`src/design/mtc_pkg.sv`:
```
// Shared constants, codes and carriers for the machine trap return-address and cause registers.
// Assumes a single core clock domain; every user names items as mtc_pkg::name.
package mtc_pkg;

  // Machine register width and cause field layout
  localparam int XLEN = 64;
  localparam int CODE_W = 6;
  localparam int IRQ_BIT = XLEN - 1;
  localparam int PC_BIT0 = 0;
  localparam int PC_BIT1 = 1;

  // Set when instruction alignment may switch between 16 and 32; clear for 32-only parts
  localparam logic SUPPORT_ALIGN16 = 1'b1;

  // Reset values
  localparam logic [XLEN-1:0] RET_ADDR_RST = 64'h0;
  localparam logic [CODE_W-1:0] CODE_RST = 6'h00;

  // Interrupt cause codes; 16 and above belong to platform sources
  localparam logic [CODE_W-1:0] IRQ_S_SOFT = 6'h01;
  localparam logic [CODE_W-1:0] IRQ_M_SOFT = 6'h03;
  localparam logic [CODE_W-1:0] IRQ_S_TIMER = 6'h05;
  localparam logic [CODE_W-1:0] IRQ_M_TIMER = 6'h07;
  localparam logic [CODE_W-1:0] IRQ_S_EXT = 6'h09;
  localparam logic [CODE_W-1:0] IRQ_M_EXT = 6'h0b;
  localparam logic [CODE_W-1:0] IRQ_PLATFORM_BASE = 6'h10;

  // Exception codes
  localparam logic [CODE_W-1:0] EXC_INST_MISALIGN = 6'h00;
  localparam logic [CODE_W-1:0] EXC_INST_ACCESS = 6'h01;
  localparam logic [CODE_W-1:0] EXC_ILLEGAL = 6'h02;
  localparam logic [CODE_W-1:0] EXC_BREAKPOINT = 6'h03;
  localparam logic [CODE_W-1:0] EXC_LOAD_MISALIGN = 6'h04;
  localparam logic [CODE_W-1:0] EXC_LOAD_ACCESS = 6'h05;
  localparam logic [CODE_W-1:0] EXC_STORE_MISALIGN = 6'h06;
  localparam logic [CODE_W-1:0] EXC_STORE_ACCESS = 6'h07;
  localparam logic [CODE_W-1:0] EXC_ECALL_U = 6'h08;
  localparam logic [CODE_W-1:0] EXC_ECALL_S = 6'h09;
  localparam logic [CODE_W-1:0] EXC_ECALL_M = 6'h0b;
  localparam logic [CODE_W-1:0] EXC_INST_PAGE = 6'h0c;
  localparam logic [CODE_W-1:0] EXC_LOAD_PAGE = 6'h0d;
  localparam logic [CODE_W-1:0] EXC_STORE_PAGE = 6'h0f;

  // Privilege level of the instruction that raised an environment call
  localparam logic [1:0] PRIV_U = 2'h0;
  localparam logic [1:0] PRIV_S = 2'h1;
  localparam logic [1:0] PRIV_M = 2'h3;

  // Register select on the control-register port
  typedef enum logic {SEL_RET_ADDR, SEL_CAUSE} mtc_sel_e;

  // Software access from the control-register port
  typedef struct packed {
    logic re;
    logic we;
    mtc_sel_e sel;
    logic [XLEN-1:0] wdata;
  } mtc_csr_req_s;

  // Synchronous exception flags raised by one instruction
  typedef struct packed {
    logic inst_bkpt;
    logic inst_page;
    logic inst_access;
    logic illegal;
    logic inst_misalign;
    logic ecall;
    logic breakpoint_instruction;
    logic data_bkpt;
    logic store_misalign;
    logic load_misalign;
    logic store_page;
    logic load_page;
    logic store_access;
    logic load_access;
    logic [1:0] priv;
  } mtc_exc_s;

  // Trap request from the pipeline
  typedef struct packed {
    logic valid;
    logic is_irq;
    logic [CODE_W-1:0] irq_code;
    logic [XLEN-1:0] pc;
  } mtc_trap_s;

endpackage

```
`src/design/mtc_exc_prio.sv`:
```
// Fixed-priority selector for the synchronous exceptions of one instruction.
// Purely combinational; the caller registers the result on trap entry.
module mtc_exc_prio (
  input wire logic sys_clk,
  input wire logic nrst,
  input wire mtc_pkg::mtc_exc_s exc,
  output logic any,
  output logic [mtc_pkg::CODE_W-1:0] code
);

  // Environment call code follows the caller's privilege level
  function automatic logic [mtc_pkg::CODE_W-1:0] ecall_code(input logic [1:0] priv);
    case (priv)
      mtc_pkg::PRIV_U: ecall_code = mtc_pkg::EXC_ECALL_U;
      mtc_pkg::PRIV_S: ecall_code = mtc_pkg::EXC_ECALL_S;
      default: ecall_code = mtc_pkg::EXC_ECALL_M;
    endcase
  endfunction

  // Highest first; all three breakpoint kinds share one code but rank apart
  always_comb begin
    any = 1'b1;
    code = mtc_pkg::CODE_RST;
    if (exc.inst_bkpt) code = mtc_pkg::EXC_BREAKPOINT;
    else if (exc.inst_page) code = mtc_pkg::EXC_INST_PAGE;
    else if (exc.inst_access) code = mtc_pkg::EXC_INST_ACCESS;
    else if (exc.illegal) code = mtc_pkg::EXC_ILLEGAL;
    else if (exc.inst_misalign) code = mtc_pkg::EXC_INST_MISALIGN;
    else if (exc.ecall) code = ecall_code(exc.priv);
    else if (exc.breakpoint_instruction) code = mtc_pkg::EXC_BREAKPOINT;
    else if (exc.data_bkpt) code = mtc_pkg::EXC_BREAKPOINT;
    else if (exc.store_misalign) code = mtc_pkg::EXC_STORE_MISALIGN;
    else if (exc.load_misalign) code = mtc_pkg::EXC_LOAD_MISALIGN;
    else if (exc.store_page) code = mtc_pkg::EXC_STORE_PAGE;
    else if (exc.load_page) code = mtc_pkg::EXC_LOAD_PAGE;
    else if (exc.store_access) code = mtc_pkg::EXC_STORE_ACCESS;
    else if (exc.load_access) code = mtc_pkg::EXC_LOAD_ACCESS;
    else any = 1'b0;
  end

  property p_fetch_over_illegal;
    @(posedge sys_clk) disable iff (!nrst)
      exc.inst_access && exc.illegal && !exc.inst_bkpt && !exc.inst_page |-> code == mtc_pkg::EXC_INST_ACCESS;
  endproperty
  a_fetch_over_illegal: assert property (p_fetch_over_illegal) else $error("Illegal beat fetch fault");

  property p_misalign_last_fetch;
    @(posedge sys_clk) disable iff (!nrst)
      exc.inst_misalign && exc.load_access && !exc.inst_bkpt && !exc.inst_page && !exc.inst_access && !exc.illegal
      |-> code == mtc_pkg::EXC_INST_MISALIGN;
  endproperty
  a_misalign_last_fetch: assert property (p_misalign_last_fetch) else $error("Misaligned target rank wrong");

endmodule

```
`src/design/mtc_trap_csr.sv`:
```
// Machine trap return-address and cause registers with trap entry and trap-return read.
// Assumes the pipeline presents traps, software accesses and returns on sys_clk, one cycle each.
//
// Functional notes
// - Return address bit 0 always reads zero.
// - With 32-only alignment, bits 1 and 0 always zero.
// - Switchable alignment at 32 masks bit 1 on explicit reads.
// - Same bit-1 masking applies to the trap-return read.
// - Bit 1 still stores written values while masked.
// - Return address accepts any write and holds every valid virtual address.
// - Return address holds every physical address usable as pc.
// - Trap entry loads return address with the trapping instruction's address.
// - Hardware changes return address only on trap entry.
// - Trap entry loads cause with the event's code.
// - Hardware changes cause only on trap entry; software may write.
// - Cause top bit set for interrupts, clear for exceptions.
// - Exception code field only needs to hold supported codes.
// - Interrupt codes 1,3,5,7,9,11; others below 16 reserved.
// - Interrupt codes 16 and above belong to platform sources.
// - Exception codes for faults, misaligns, breakpoint and illegal as listed.
// - Environment call codes 8, 9, 11 by privilege; 10 reserved.
// - Custom exception ranges 24-31 and 48-63; other high codes reserved.
// - Several exceptions at once: only the highest priority is recorded.
// - Fixed exception priority order from breakpoint down to load access fault.
// - Instruction breakpoints share code 3 but rank separately.
// - Misaligned target exceptions rank below other instruction address exceptions.
// - Trap return loads pc from the return address register.
module mtc_trap_csr (
  input wire logic sys_clk,
  input wire logic nrst,
  input wire mtc_pkg::mtc_csr_req_s csr_req,
  input wire mtc_pkg::mtc_trap_s trap_req,
  input wire mtc_pkg::mtc_exc_s exc,
  input wire logic instr_align_32,
  input wire logic ret_req,
  output logic [mtc_pkg::XLEN-1:0] csr_rdata,
  output logic csr_rvalid,
  output logic trap_ack,
  output logic [mtc_pkg::XLEN-1:0] ret_pc,
  output logic ret_valid
);

  // Stored state
  logic [mtc_pkg::XLEN-1:0] ret_addr;
  logic cause_irq;
  logic [mtc_pkg::CODE_W-1:0] cause_code;

  // Combinational decisions
  logic exc_any;
  logic [mtc_pkg::CODE_W-1:0] exc_code;
  logic trap_fire;
  logic sw_wr_ret;
  logic sw_wr_cause;
  logic [mtc_pkg::XLEN-1:0] next_ret_addr;
  logic next_cause_irq;
  logic [mtc_pkg::CODE_W-1:0] next_cause_code;

  // Exception selection lives in its own block
  mtc_exc_prio u_prio (
    .sys_clk(sys_clk),
    .nrst(nrst),
    .exc(exc),
    .any(exc_any),
    .code(exc_code)
  );

  // Keep only what the register can legally hold when written
  function automatic logic [mtc_pkg::XLEN-1:0] legal_addr(input logic [mtc_pkg::XLEN-1:0] a);
    logic [mtc_pkg::XLEN-1:0] r;
    r = a;
    r[mtc_pkg::PC_BIT0] = 1'b0;
    if (!mtc_pkg::SUPPORT_ALIGN16) r[mtc_pkg::PC_BIT1] = 1'b0;
    legal_addr = r;
  endfunction

  // Read view; bit 1 is hidden at 32 alignment but left stored
  function automatic logic [mtc_pkg::XLEN-1:0] read_addr(input logic [mtc_pkg::XLEN-1:0] a, input logic al32);
    logic [mtc_pkg::XLEN-1:0] r;
    r = a;
    if (al32) r[mtc_pkg::PC_BIT1] = 1'b0;
    read_addr = r;
  endfunction

  // A trap with no cause is dropped rather than recording garbage
  assign trap_fire = trap_req.valid && (trap_req.is_irq || exc_any);
  assign sw_wr_ret = csr_req.we && csr_req.sel == mtc_pkg::SEL_RET_ADDR;
  assign sw_wr_cause = csr_req.we && csr_req.sel == mtc_pkg::SEL_CAUSE;

  // Next return address; trap entry wins over a software write in the same cycle
  always_comb begin
    next_ret_addr = ret_addr;
    if (trap_fire) next_ret_addr = legal_addr(trap_req.pc);
    else if (sw_wr_ret) next_ret_addr = legal_addr(csr_req.wdata);
  end

  // Next cause; interrupt code passes through, so platform codes need no table
  always_comb begin
    next_cause_irq = cause_irq;
    next_cause_code = cause_code;
    if (trap_fire) begin
      next_cause_irq = trap_req.is_irq;
      next_cause_code = trap_req.is_irq ? trap_req.irq_code : exc_code;
    end else if (sw_wr_cause) begin
      next_cause_irq = csr_req.wdata[mtc_pkg::IRQ_BIT];
      next_cause_code = csr_req.wdata[mtc_pkg::CODE_W-1:0];
    end
  end

  // Return address register, full width so every address fits
  always_ff @(posedge sys_clk or negedge nrst) begin
    if (!nrst) begin
      ret_addr <= mtc_pkg::RET_ADDR_RST;
    end else begin
      ret_addr <= next_ret_addr;
    end
  end

  // Cause register, written in the same edge as the return address
  always_ff @(posedge sys_clk or negedge nrst) begin
    if (!nrst) begin
      cause_irq <= 1'b0;
      cause_code <= mtc_pkg::CODE_RST;
    end else begin
      cause_irq <= next_cause_irq;
      cause_code <= next_cause_code;
    end
  end

  // Trap entry acknowledge, one cycle after the request
  always_ff @(posedge sys_clk or negedge nrst) begin
    if (!nrst) begin
      trap_ack <= 1'b0;
    end else begin
      trap_ack <= trap_fire;
    end
  end

  // Explicit read answer; shows the value stored before this cycle's write
  always_ff @(posedge sys_clk or negedge nrst) begin
    if (!nrst) begin
      csr_rdata <= mtc_pkg::RET_ADDR_RST;
      csr_rvalid <= 1'b0;
    end else begin
      csr_rvalid <= csr_req.re;
      if (csr_req.re) begin
        if (csr_req.sel == mtc_pkg::SEL_RET_ADDR) csr_rdata <= read_addr(ret_addr, instr_align_32);
        else csr_rdata <= {cause_irq, {(mtc_pkg::XLEN-1-mtc_pkg::CODE_W){1'b0}}, cause_code};
      end
    end
  end

  // Trap-return target; the pipeline loads pc from it
  always_ff @(posedge sys_clk or negedge nrst) begin
    if (!nrst) begin
      ret_pc <= mtc_pkg::RET_ADDR_RST;
      ret_valid <= 1'b0;
    end else begin
      ret_valid <= ret_req;
      if (ret_req) ret_pc <= read_addr(ret_addr, instr_align_32);
    end
  end

  property p_read_bit0;
    @(posedge sys_clk) disable iff (!nrst)
      csr_req.re && csr_req.sel == mtc_pkg::SEL_RET_ADDR |=> csr_rvalid && !csr_rdata[mtc_pkg::PC_BIT0];
  endproperty
  a_read_bit0: assert property (p_read_bit0) else $error("Return address bit 0 read as one");

  property p_read_mask32;
    @(posedge sys_clk) disable iff (!nrst)
      csr_req.re && csr_req.sel == mtc_pkg::SEL_RET_ADDR && instr_align_32 |=> !csr_rdata[mtc_pkg::PC_BIT1];
  endproperty
  a_read_mask32: assert property (p_read_mask32) else $error("Bit 1 visible at 32 alignment");

  property p_ret_mask;
    @(posedge sys_clk) disable iff (!nrst)
      ret_req && instr_align_32 |=> ret_valid && !ret_pc[mtc_pkg::PC_BIT1] && !ret_pc[mtc_pkg::PC_BIT0];
  endproperty
  a_ret_mask: assert property (p_ret_mask) else $error("Trap return target not masked");

  property p_bit1_kept;
    @(posedge sys_clk) disable iff (!nrst)
      sw_wr_ret && !trap_fire && instr_align_32 && mtc_pkg::SUPPORT_ALIGN16
      |=> ret_addr[mtc_pkg::PC_BIT1] == $past(csr_req.wdata[mtc_pkg::PC_BIT1]);
  endproperty
  a_bit1_kept: assert property (p_bit1_kept) else $error("Masked bit 1 lost its written value");

  property p_ret_follows_write;
    @(posedge sys_clk) disable iff (!nrst)
      ret_req && !instr_align_32 |=> ret_valid && ret_pc[mtc_pkg::XLEN-1:2] == $past(ret_addr[mtc_pkg::XLEN-1:2]);
  endproperty
  a_ret_follows_write: assert property (p_ret_follows_write) else $error("Trap return target differs");

  property p_trap_addr;
    @(posedge sys_clk) disable iff (!nrst)
      trap_fire |=> trap_ack && ret_addr[mtc_pkg::XLEN-1:2] == $past(trap_req.pc[mtc_pkg::XLEN-1:2]);
  endproperty
  a_trap_addr: assert property (p_trap_addr) else $error("Trap entry address not captured");

  property p_addr_quiet;
    @(posedge sys_clk) disable iff (!nrst)
      !trap_fire && !sw_wr_ret |=> $stable(ret_addr);
  endproperty
  a_addr_quiet: assert property (p_addr_quiet) else $error("Return address changed without cause");

  property p_cause_kind;
    @(posedge sys_clk) disable iff (!nrst)
      trap_fire
      |=> cause_irq == $past(trap_req.is_irq);
  endproperty
  a_cause_kind: assert property (p_cause_kind) else $error("Interrupt flag wrong after trap");

  property p_cause_quiet;
    @(posedge sys_clk) disable iff (!nrst)
      !trap_fire && !sw_wr_cause |=> $stable(cause_code) && $stable(cause_irq);
  endproperty
  a_cause_quiet: assert property (p_cause_quiet) else $error("Cause changed without cause");

  property p_exc_code;
    @(posedge sys_clk) disable iff (!nrst)
      trap_fire && !trap_req.is_irq && exc.ecall && exc.priv == mtc_pkg::PRIV_S && !exc.inst_bkpt && !exc.inst_page
      && !exc.inst_access && !exc.illegal && !exc.inst_misalign |=> cause_code == mtc_pkg::EXC_ECALL_S && !cause_irq;
  endproperty
  a_exc_code: assert property (p_exc_code) else $error("Environment call code wrong");

  property p_irq_code;
    @(posedge sys_clk) disable iff (!nrst)
      trap_fire && trap_req.is_irq && exc.inst_page |=> cause_code == $past(trap_req.irq_code) && cause_irq;
  endproperty
  a_irq_code: assert property (p_irq_code) else $error("Interrupt code not recorded");

  property p_both_update;
    @(posedge sys_clk) disable iff (!nrst)
      trap_fire && (trap_req.pc[mtc_pkg::XLEN-1:2] != ret_addr[mtc_pkg::XLEN-1:2])
      |=> $changed(ret_addr) && trap_ack;
  endproperty
  a_both_update: assert property (p_both_update) else $error("Trap entry split across cycles");

  property p_single_code;
    @(posedge sys_clk) disable iff (!nrst)
      trap_fire && !trap_req.is_irq && exc.inst_bkpt && exc.load_access |=> cause_code == mtc_pkg::EXC_BREAKPOINT;
  endproperty
  a_single_code: assert property (p_single_code) else $error("Lower exception recorded");

  // Stored state, read views and entry pairing, checked every cycle
  property p_store_bit0;
    @(posedge sys_clk) disable iff (!nrst)
      !ret_addr[mtc_pkg::PC_BIT0];
  endproperty
  a_store_bit0: assert property (p_store_bit0) else $error("Stored bit 0 set");

  property p_write_lands;
    @(posedge sys_clk) disable iff (!nrst)
      sw_wr_ret && !trap_fire && mtc_pkg::SUPPORT_ALIGN16
      |=> ret_addr[mtc_pkg::XLEN-1:mtc_pkg::PC_BIT1] == $past(csr_req.wdata[mtc_pkg::XLEN-1:mtc_pkg::PC_BIT1]);
  endproperty
  a_write_lands: assert property (p_write_lands) else $error("Written address not held");

  property p_trap_full;
    @(posedge sys_clk) disable iff (!nrst)
      trap_fire && mtc_pkg::SUPPORT_ALIGN16
      |=> ret_addr[mtc_pkg::XLEN-1:mtc_pkg::PC_BIT1] == $past(trap_req.pc[mtc_pkg::XLEN-1:mtc_pkg::PC_BIT1]);
  endproperty
  a_trap_full: assert property (p_trap_full) else $error("Trap address truncated");

  property p_exc_cause;
    @(posedge sys_clk) disable iff (!nrst)
      trap_fire && !trap_req.is_irq |=> cause_code == $past(exc_code);
  endproperty
  a_exc_cause: assert property (p_exc_cause) else $error("Exception code not recorded");

  property p_platform_irq;
    @(posedge sys_clk) disable iff (!nrst)
      trap_fire && trap_req.is_irq && trap_req.irq_code >= mtc_pkg::IRQ_PLATFORM_BASE
      |=> cause_irq && cause_code == $past(trap_req.irq_code);
  endproperty
  a_platform_irq: assert property (p_platform_irq) else $error("Platform interrupt code lost");

  property p_sw_cause;
    @(posedge sys_clk) disable iff (!nrst)
      sw_wr_cause && !trap_fire |=> cause_code == $past(csr_req.wdata[mtc_pkg::CODE_W-1:0])
      && cause_irq == $past(csr_req.wdata[mtc_pkg::IRQ_BIT]);
  endproperty
  a_sw_cause: assert property (p_sw_cause) else $error("Cause write not held");

  property p_cause_read;
    @(posedge sys_clk) disable iff (!nrst)
      csr_req.re && csr_req.sel == mtc_pkg::SEL_CAUSE
      |=> csr_rdata[mtc_pkg::CODE_W-1:0] == $past(cause_code) && csr_rdata[mtc_pkg::IRQ_BIT] == $past(cause_irq);
  endproperty
  a_cause_read: assert property (p_cause_read) else $error("Cause read differs");

  property p_cause_pad;
    @(posedge sys_clk) disable iff (!nrst)
      csr_req.re && csr_req.sel == mtc_pkg::SEL_CAUSE |=> csr_rdata[mtc_pkg::IRQ_BIT-1:mtc_pkg::CODE_W] == '0;
  endproperty
  a_cause_pad: assert property (p_cause_pad) else $error("Cause middle bits set");

  property p_ret_hold;
    @(posedge sys_clk) disable iff (!nrst)
      !ret_req |=> $stable(ret_pc);
  endproperty
  a_ret_hold: assert property (p_ret_hold) else $error("Return target moved");

  property p_ack_quiet;
    @(posedge sys_clk) disable iff (!nrst)
      !trap_fire |=> !trap_ack;
  endproperty
  a_ack_quiet: assert property (p_ack_quiet) else $error("Acknowledge without trap");

  property p_illegal_code;
    @(posedge sys_clk) disable iff (!nrst)
      trap_fire && !trap_req.is_irq && exc.illegal && !exc.inst_bkpt && !exc.inst_page && !exc.inst_access
      |=> cause_code == mtc_pkg::EXC_ILLEGAL;
  endproperty
  a_illegal_code: assert property (p_illegal_code) else $error("Illegal code wrong");

  property p_data_bkpt;
    @(posedge sys_clk) disable iff (!nrst)
      trap_fire && !trap_req.is_irq && exc.data_bkpt && !exc.inst_bkpt && !exc.inst_page && !exc.inst_access
      && !exc.illegal && !exc.inst_misalign && !exc.ecall && !exc.breakpoint_instruction |=> cause_code == mtc_pkg::EXC_BREAKPOINT;
  endproperty
  a_data_bkpt: assert property (p_data_bkpt) else $error("Data breakpoint code wrong");

  property p_entry_pair;
    @(posedge sys_clk) disable iff (!nrst)
      trap_fire |=> trap_ack && cause_irq == $past(trap_req.is_irq)
      && ret_addr[mtc_pkg::XLEN-1:2] == $past(trap_req.pc[mtc_pkg::XLEN-1:2]);
  endproperty
  a_entry_pair: assert property (p_entry_pair) else $error("Entry registers not paired");

  property p_ret_pulse;
    @(posedge sys_clk) disable iff (!nrst)
      !ret_req |=> !ret_valid;
  endproperty
  a_ret_pulse: assert property (p_ret_pulse) else $error("Return valid without request");

  property p_ret_bit1;
    @(posedge sys_clk) disable iff (!nrst)
      ret_req && !instr_align_32 |=> ret_pc[mtc_pkg::PC_BIT1] == $past(ret_addr[mtc_pkg::PC_BIT1]);
  endproperty
  a_ret_bit1: assert property (p_ret_bit1) else $error("Bit 1 hidden at 16 alignment");

  property p_read_exact;
    @(posedge sys_clk) disable iff (!nrst)
      csr_req.re && csr_req.sel == mtc_pkg::SEL_RET_ADDR && !instr_align_32 |=> csr_rdata == $past(ret_addr);
  endproperty
  a_read_exact: assert property (p_read_exact) else $error("Return address read differs");

  property p_exc_flag;
    @(posedge sys_clk) disable iff (!nrst)
      trap_fire && !trap_req.is_irq |=> !cause_irq;
  endproperty
  a_exc_flag: assert property (p_exc_flag) else $error("Interrupt flag set on exception");

endmodule

```
`config.mk`:
```
export PLATFORM = sky130hd
export DESIGN_NAME = mtc_trap_csr
export DESIGN_NICKNAME = d
export VERILOG_FILES = /design/src/design/mtc_pkg.sv /design/src/design/mtc_exc_prio.sv /design/src/design/mtc_trap_csr.sv
export SDC_FILE = /design/constraint.sdc
export NUM_CORES = 1
export LEC_CHECK = 0
export CORE_MARGIN = 2
export CORE_UTILIZATION = 43
export CTS_BUF_LIST = sky130_fd_sc_hd__clkbuf_8
export DETAILED_ROUTE_END_ITERATION = 8
export DONT_BUFFER_PORTS = 1
export SYNTH_ARGS = -nofsm -noshare
export SYNTH_HDL_FRONTEND = slang
export SYNTH_SLANG_ARGS = --single-unit
```
`constraint.sdc`:
```
create_clock -name sys_clk -period 0.9 [get_ports sys_clk]
set_clock_uncertainty 0.2 [all_clocks]
set_input_delay 0.18 -clock sys_clk [delete_from_list [all_inputs] [get_ports sys_clk]]
set_output_delay 0.18 -clock sys_clk [all_outputs]
set_load 0.03 [all_outputs]
```
# Word-level counts from Yosys, hierarchy flattened
# Index checks and enable logic that the tools add are counted.
# totals
register_bits	202
out_inout_bits	131
# classes
n_eq_ne	1
mux	38
bitwise_logic	1
reduce_logical	7
# ops
operator	n
$mux 64	3
$mux 6	16
$mux 1	17
$pmux 2 s2	1
$reduce_bool 2->1	2
$logic_and 1x1->1	3
$mux 3	1
$eq 2x1->1 const B	1
$logic_not 2->1	1
$logic_or 1x1->1	1
$not 1->1	1

# Depth between registers and ports, before layout
# depth
ltp_word	17
ltp_mapped	8
mapped_depth_nobuf	5

# Cells and area by module
# Synthesis repeated with hierarchy kept, for this count alone.
# unflattened
hier_cells	772
area_unflattened_um2	8807.2
# modules_own_cells
module	instances	cells_per_inst	area_per_inst_um2
mtc_trap_csr	1	740	8625.8
mtc_exc_prio	1	32	181.4

# Least setup slack after synthesis
# No wires, ideal clock.
# synth_path
kind	input-to-reg
start	input port exc[2] (netlist bit)
end	register ret_addr[24] (netlist bit)
setup_ns	0.123
t_arrival_ns	1.700
t_required_ns	0.577
path_slack_ns	-1.123
stages	7
cell_sequence	or4_4 -> nand2b_4 -> o41ai_2 -> buf_4 -> buf_12 -> buf_4 -> a21oi_1
# synth_via
elab_chain_cells	17
elab_cells_between_ends	18
classes_between	mux (15); reduce/logical (3)
# synth_rtl
element	line_no	text
start, declared	mtc_trap_csr.sv:33	input wire mtc_pkg::mtc_exc_s exc,
$mux 1 *	mtc_exc_prio.sv:37	else if (exc.load_access) code = mtc_pkg::EXC_LOAD_ACCESS;
$mux 1 *	mtc_exc_prio.sv:36	else if (exc.store_access) code = mtc_pkg::EXC_STORE_ACCESS;
$mux 1 *	mtc_exc_prio.sv:35	else if (exc.load_page) code = mtc_pkg::EXC_LOAD_PAGE;
$mux 1 *	mtc_exc_prio.sv:34	else if (exc.store_page) code = mtc_pkg::EXC_STORE_PAGE;
$mux 1 *	mtc_exc_prio.sv:33	else if (exc.load_misalign) code = mtc_pkg::EXC_LOAD_MISALIGN;
$mux 1 *	mtc_exc_prio.sv:32	else if (exc.store_misalign) code = mtc_pkg::EXC_STORE_MISALIGN;
$mux 1 *	mtc_exc_prio.sv:31	else if (exc.data_bkpt) code = mtc_pkg::EXC_BREAKPOINT;
$mux 1 *	mtc_exc_prio.sv:30	else if (exc.breakpoint_instruction) code = mtc_pkg::EXC_BREAKPOINT;
$mux 1 *	mtc_exc_prio.sv:29	else if (exc.ecall) code = ecall_code(exc.priv);
$mux 1 *	mtc_exc_prio.sv:28	else if (exc.inst_misalign) code = mtc_pkg::EXC_INST_MISALIGN;
$mux 1 *	mtc_exc_prio.sv:27	else if (exc.illegal) code = mtc_pkg::EXC_ILLEGAL;
$mux 1 *	mtc_exc_prio.sv:26	else if (exc.inst_access) code = mtc_pkg::EXC_INST_ACCESS;
$mux 1 *	mtc_exc_prio.sv:25	else if (exc.inst_page) code = mtc_pkg::EXC_INST_PAGE;
$mux 1 *	mtc_exc_prio.sv:24	if (exc.inst_bkpt) code = mtc_pkg::EXC_BREAKPOINT;
$logic_or 1x1->1 *	mtc_trap_csr.sv:85	assign trap_fire = trap_req.valid && (trap_req.is_irq || exc_any);
$logic_and 1x1->1 *	mtc_trap_csr.sv:85	
$mux 64 or $reduce_bool 2->1 (tied branches)	--	
end signal, assigned	mtc_trap_csr.sv:112	ret_addr <= mtc_pkg::RET_ADDR_RST;
end signal, assigned	mtc_trap_csr.sv:114	ret_addr <= next_ret_addr;
end, declared	mtc_trap_csr.sv:44	logic [mtc_pkg::XLEN-1:0] ret_addr;
# Mark *: on every way between the ends. The rest lies on a longest branch, timed or not.
# A chain may end at the register's enable or synchronous reset.

# Worst setup path after layout
# layout_path
start	input port exc[2] (netlist bit)
end	register ret_addr[35] (netlist bit)
# The elaborated chain is that of the path after synthesis.

==> qor.csv <==
metric,value,unit
status,"complete, but fails checks",
failing checks,"hold timing, setup timing",
layout cells sized above 1,36.9,%
Post-Synth Adder-Cell Area,0,%
Die ar.,21300,sq um
hpwl dp,14900,um
drt first pass iters,5,
slowest CP cell,or4_4,
Layout Utilization,67.3,%
Final Hold Fails,335,
Worst Setup SP,exc[2],
Max Fclk,624,MHz
Die Ht,146,um
clk slew on worst S/H paths,0.11,ns
core area,19600,sq um
Finished Cell Area,13200,sq um
Vias/cell,5.26,
Crit. End Element,register,
largest net degree at the start of global routing,201,
Sequential Area,5060,sq um
CTS Buf Count,17,
Leakage,0.00581,uW
drt wl/cell,19.7,um
register share of total power,48.0,%
YS warnings,0,
vias in the first global route,7611,
Multi-input gate area,3540,sq um
Placer Congestion,0.910,
cell taking the most area after synthesis,dfrtp_1,
Rows,51,
TNS Setup,-119.40,ns
CP peak stage delay,0.52,ns
post-synthesis cell type count,34,
VDD IR-drop max,1.08,mV
Compound-Gate Fraction of Synth Area,9.44,%
switching power of the nets,7390,uW
post-synthesis instance total,768,
Area contributors post-synth,"dfrtp_1 58%, mux2i_1 8.4%, mux2_2 8.2%",
fin crit period,1.60,ns
CTS tree,done,
"Max FO, Critical Path",28,
GR Overflow Total,0,
CP Depth,7,
main combinational cell family by area after synthesis,multiplexers,
Comb power frac,27.2,%
CP Cell Sequence,or4_4 > nand2b_4 > o41ai_4 > buf_12 > buf_12 > nor2_1 > a21oi_1,
startpoint type of the worst setup path,input pin,
number of port buffers,0,
Sw Share,31.4,%
Final ANT Viol Nets,0,
Power Density,1780,nW/um^2
max_cap viols,0,
final WL,26100,um
I/O Pins,290,
Buffers & Inverters on Critical Path,2,
H-tree Lvls,4,
Max Buffers Root-to-Sink,2,
drt drc,0,
post-synth top area share,57.9,%
Reg2Reg Depth,3,
antenna violations before repair,1,
register bit total from synthesis,200,
r2r setup slk,-0.32,ns
Area Growth Syn to Fin,52.5,%
fin crit share,178,%
post-synthesis sequential area ratio,57.9,%
unrepaired setup endpoints after global routing,yes,
clock group share of total power,24.8,%
crit path to,ret_addr[35],
Worst Hold Class,input pin to asynchronous set/reset pin,
simple-gate area share of the yosys netlist,9.92,%
Fill cells,1380,
Critical Path RT,1.08,ns
latest clock arrival within the worst-skew pair,0.46,ns
area share of xor/xnor cells in the synthesized design,0,%
area of placed instances,10500,sq um
Mean Syn Cell Area,11.3,sq um
chip width,146,um
Worst EP arrival,1.79,ns
FF-to-FF Start,ret_pc[10],
via count,6962,
max-slew violation count,0,
Crit Path Class,input pin to register,
synthesized area,8650,sq um
CTS root buffer,clkbuf_8,
DR iter-0 viols,253,
Setup-failing EPs final,304,
Final Power,23500,uW
CP most frequent cell,buf_12,
mux cell area share after synthesis,16.6,%
hold slack,-0.797,ns
P_int,16200,uW
GRT Overall Usage,24.0,%
fin nets,1203,
first-pass GRT wire length,40900,um
CTS sink count,200,
Reg-to-Reg End,ret_pc[10],
initial core utilization,44.2,%
synthesized net count,927,
setup slack after layout,-0.703,ns
Top Family by Delay on Critical Path,simple AND/OR/NAND/NOR gates,
cells by family (layout without fill, tap and decap cells):
logic type,Yosys count,after routing
AND/OR/NAND/NOR,159,159
buffers and inverters,114,403
flip-flops,200,200
multiplexers,136,136
other,1,2
AO/OA/AOI/OAI,158,158
area by class of cell:
class | count | share of cell area [%]
antenna | 1 | 0.0190
clock buffer | 19 | 1.98
clock inverter | 13 | 1.03
inverter | 62 | 1.78
multi-input combinational | 454 | 26.9
sequential | 200 | 38.4
tap | 265 | 2.51
timing repair buffer | 309 | 27.4
power by group through the flow:
| stage | combinational [uW] | sequential (uW) | clock [uW] |
|---|---|---|---|
| floorplan | 2060 | 12200 | 0 |
| global placement | 4750 | 11200 | 0 |
| detailed placement | 4840 | 11300 | 0 |
| CTS | 5970 | 11200 | 5980 |
| global route | 6750 | 11400 | 6360 |
| finish | 6400 | 11300 | 5830 |
sequential cells by signal (all words and copies together), names as in the netlist:
signal,cells
cause_irq,1
ret_pc,63
csr_rvalid,1
ret_addr,63
cause_code,6
csr_rdata,64
ret_valid,1
trap_ack,1
cell usage after synthesis:
cell type	n
conb_1	1
nor4_1	1
or4_4	1
buf_2	3
a21oi_1	85
clkbuf_1	33
a31oi_1	1
dfrtp_1	200
buf_6	8
o22ai_1	1
o41ai_2	1
buf_1	2
o21ai_0	65
o221ai_1	1
buf_12	1
nor2_1	77
or2_2	3
nand2b_1	2
nor3b_1	1
nor3_1	3
mux2i_1	73
o21ai_1	1
nand2b_4	1
nand3_1	3
inv_1	62
o211ai_1	1
a41oi_1	1
mux2_2	63
a21o_1	1
nand2_1	8
nor2b_1	2
or3_1	1
buf_4	5
nand3b_1	56
worst min path at each step:
| stage | endpoint | slack (ns) | cells after the start |
|---|---|---|---|
| finish | csr_rdata[38] | -0.80 | 0 |
| global route | csr_rdata[37] | -0.84 | 0 |
| CTS | csr_rdata[38] | -0.83 | 0 |
| detailed placement | ret_pc[38] | -0.31 | 0 |
| global placement | csr_rdata[39] | -0.31 | 0 |
| floorplan | cause_code[0] | -0.32 | 0 |
stage by stage:
stage	setup WS, ns	std cells
2_1_floorplan	-0.988	768
3_3_place_gp	-1.12	1111
3_5_place_dp	-1.20	1111
4_1_cts	-0.669	1309
5_1_grt	-0.733	1323
6_report	-0.703	1323
timing repair:
item | CTS | global route
pin swaps | 8 | 21
endpoints found under the setup margin | 298 | 320
buffers inserted | 37 | 28
gates resized for setup | 103 | 84
hold buffers | 131 | 1
hold endpoints to repair | 400 | 334
cell usage in the layout (no fill, tap or decap), types with 27 or more instances in the layout:
master / Yosys / final
a21oi_1: 85 / 76
buf_12: 1 / 46
buf_6: 8 / 105
dfrtp_1: 200 / 156
dfrtp_2: 0 / 44
dlygate4sd3_1: 0 / 132
inv_1: 62 / 35
inv_2: 0 / 27
mux2_4: 0 / 61
mux2i_1: 73 / 73
nand3b_1: 56 / 56
nor2_1: 77 / 72
o21ai_1: 1 / 37
layer usage:
metal	GRT usage [%]	share of wire, %	up-vias
met5	0	0	-
met1	29.1	39	3478
li1	-	-	3155
met4	9.41	2.8	0
met2	40.6	51	278
met3	7.02	7.0	51
Power figures use the tool's default switching activity.
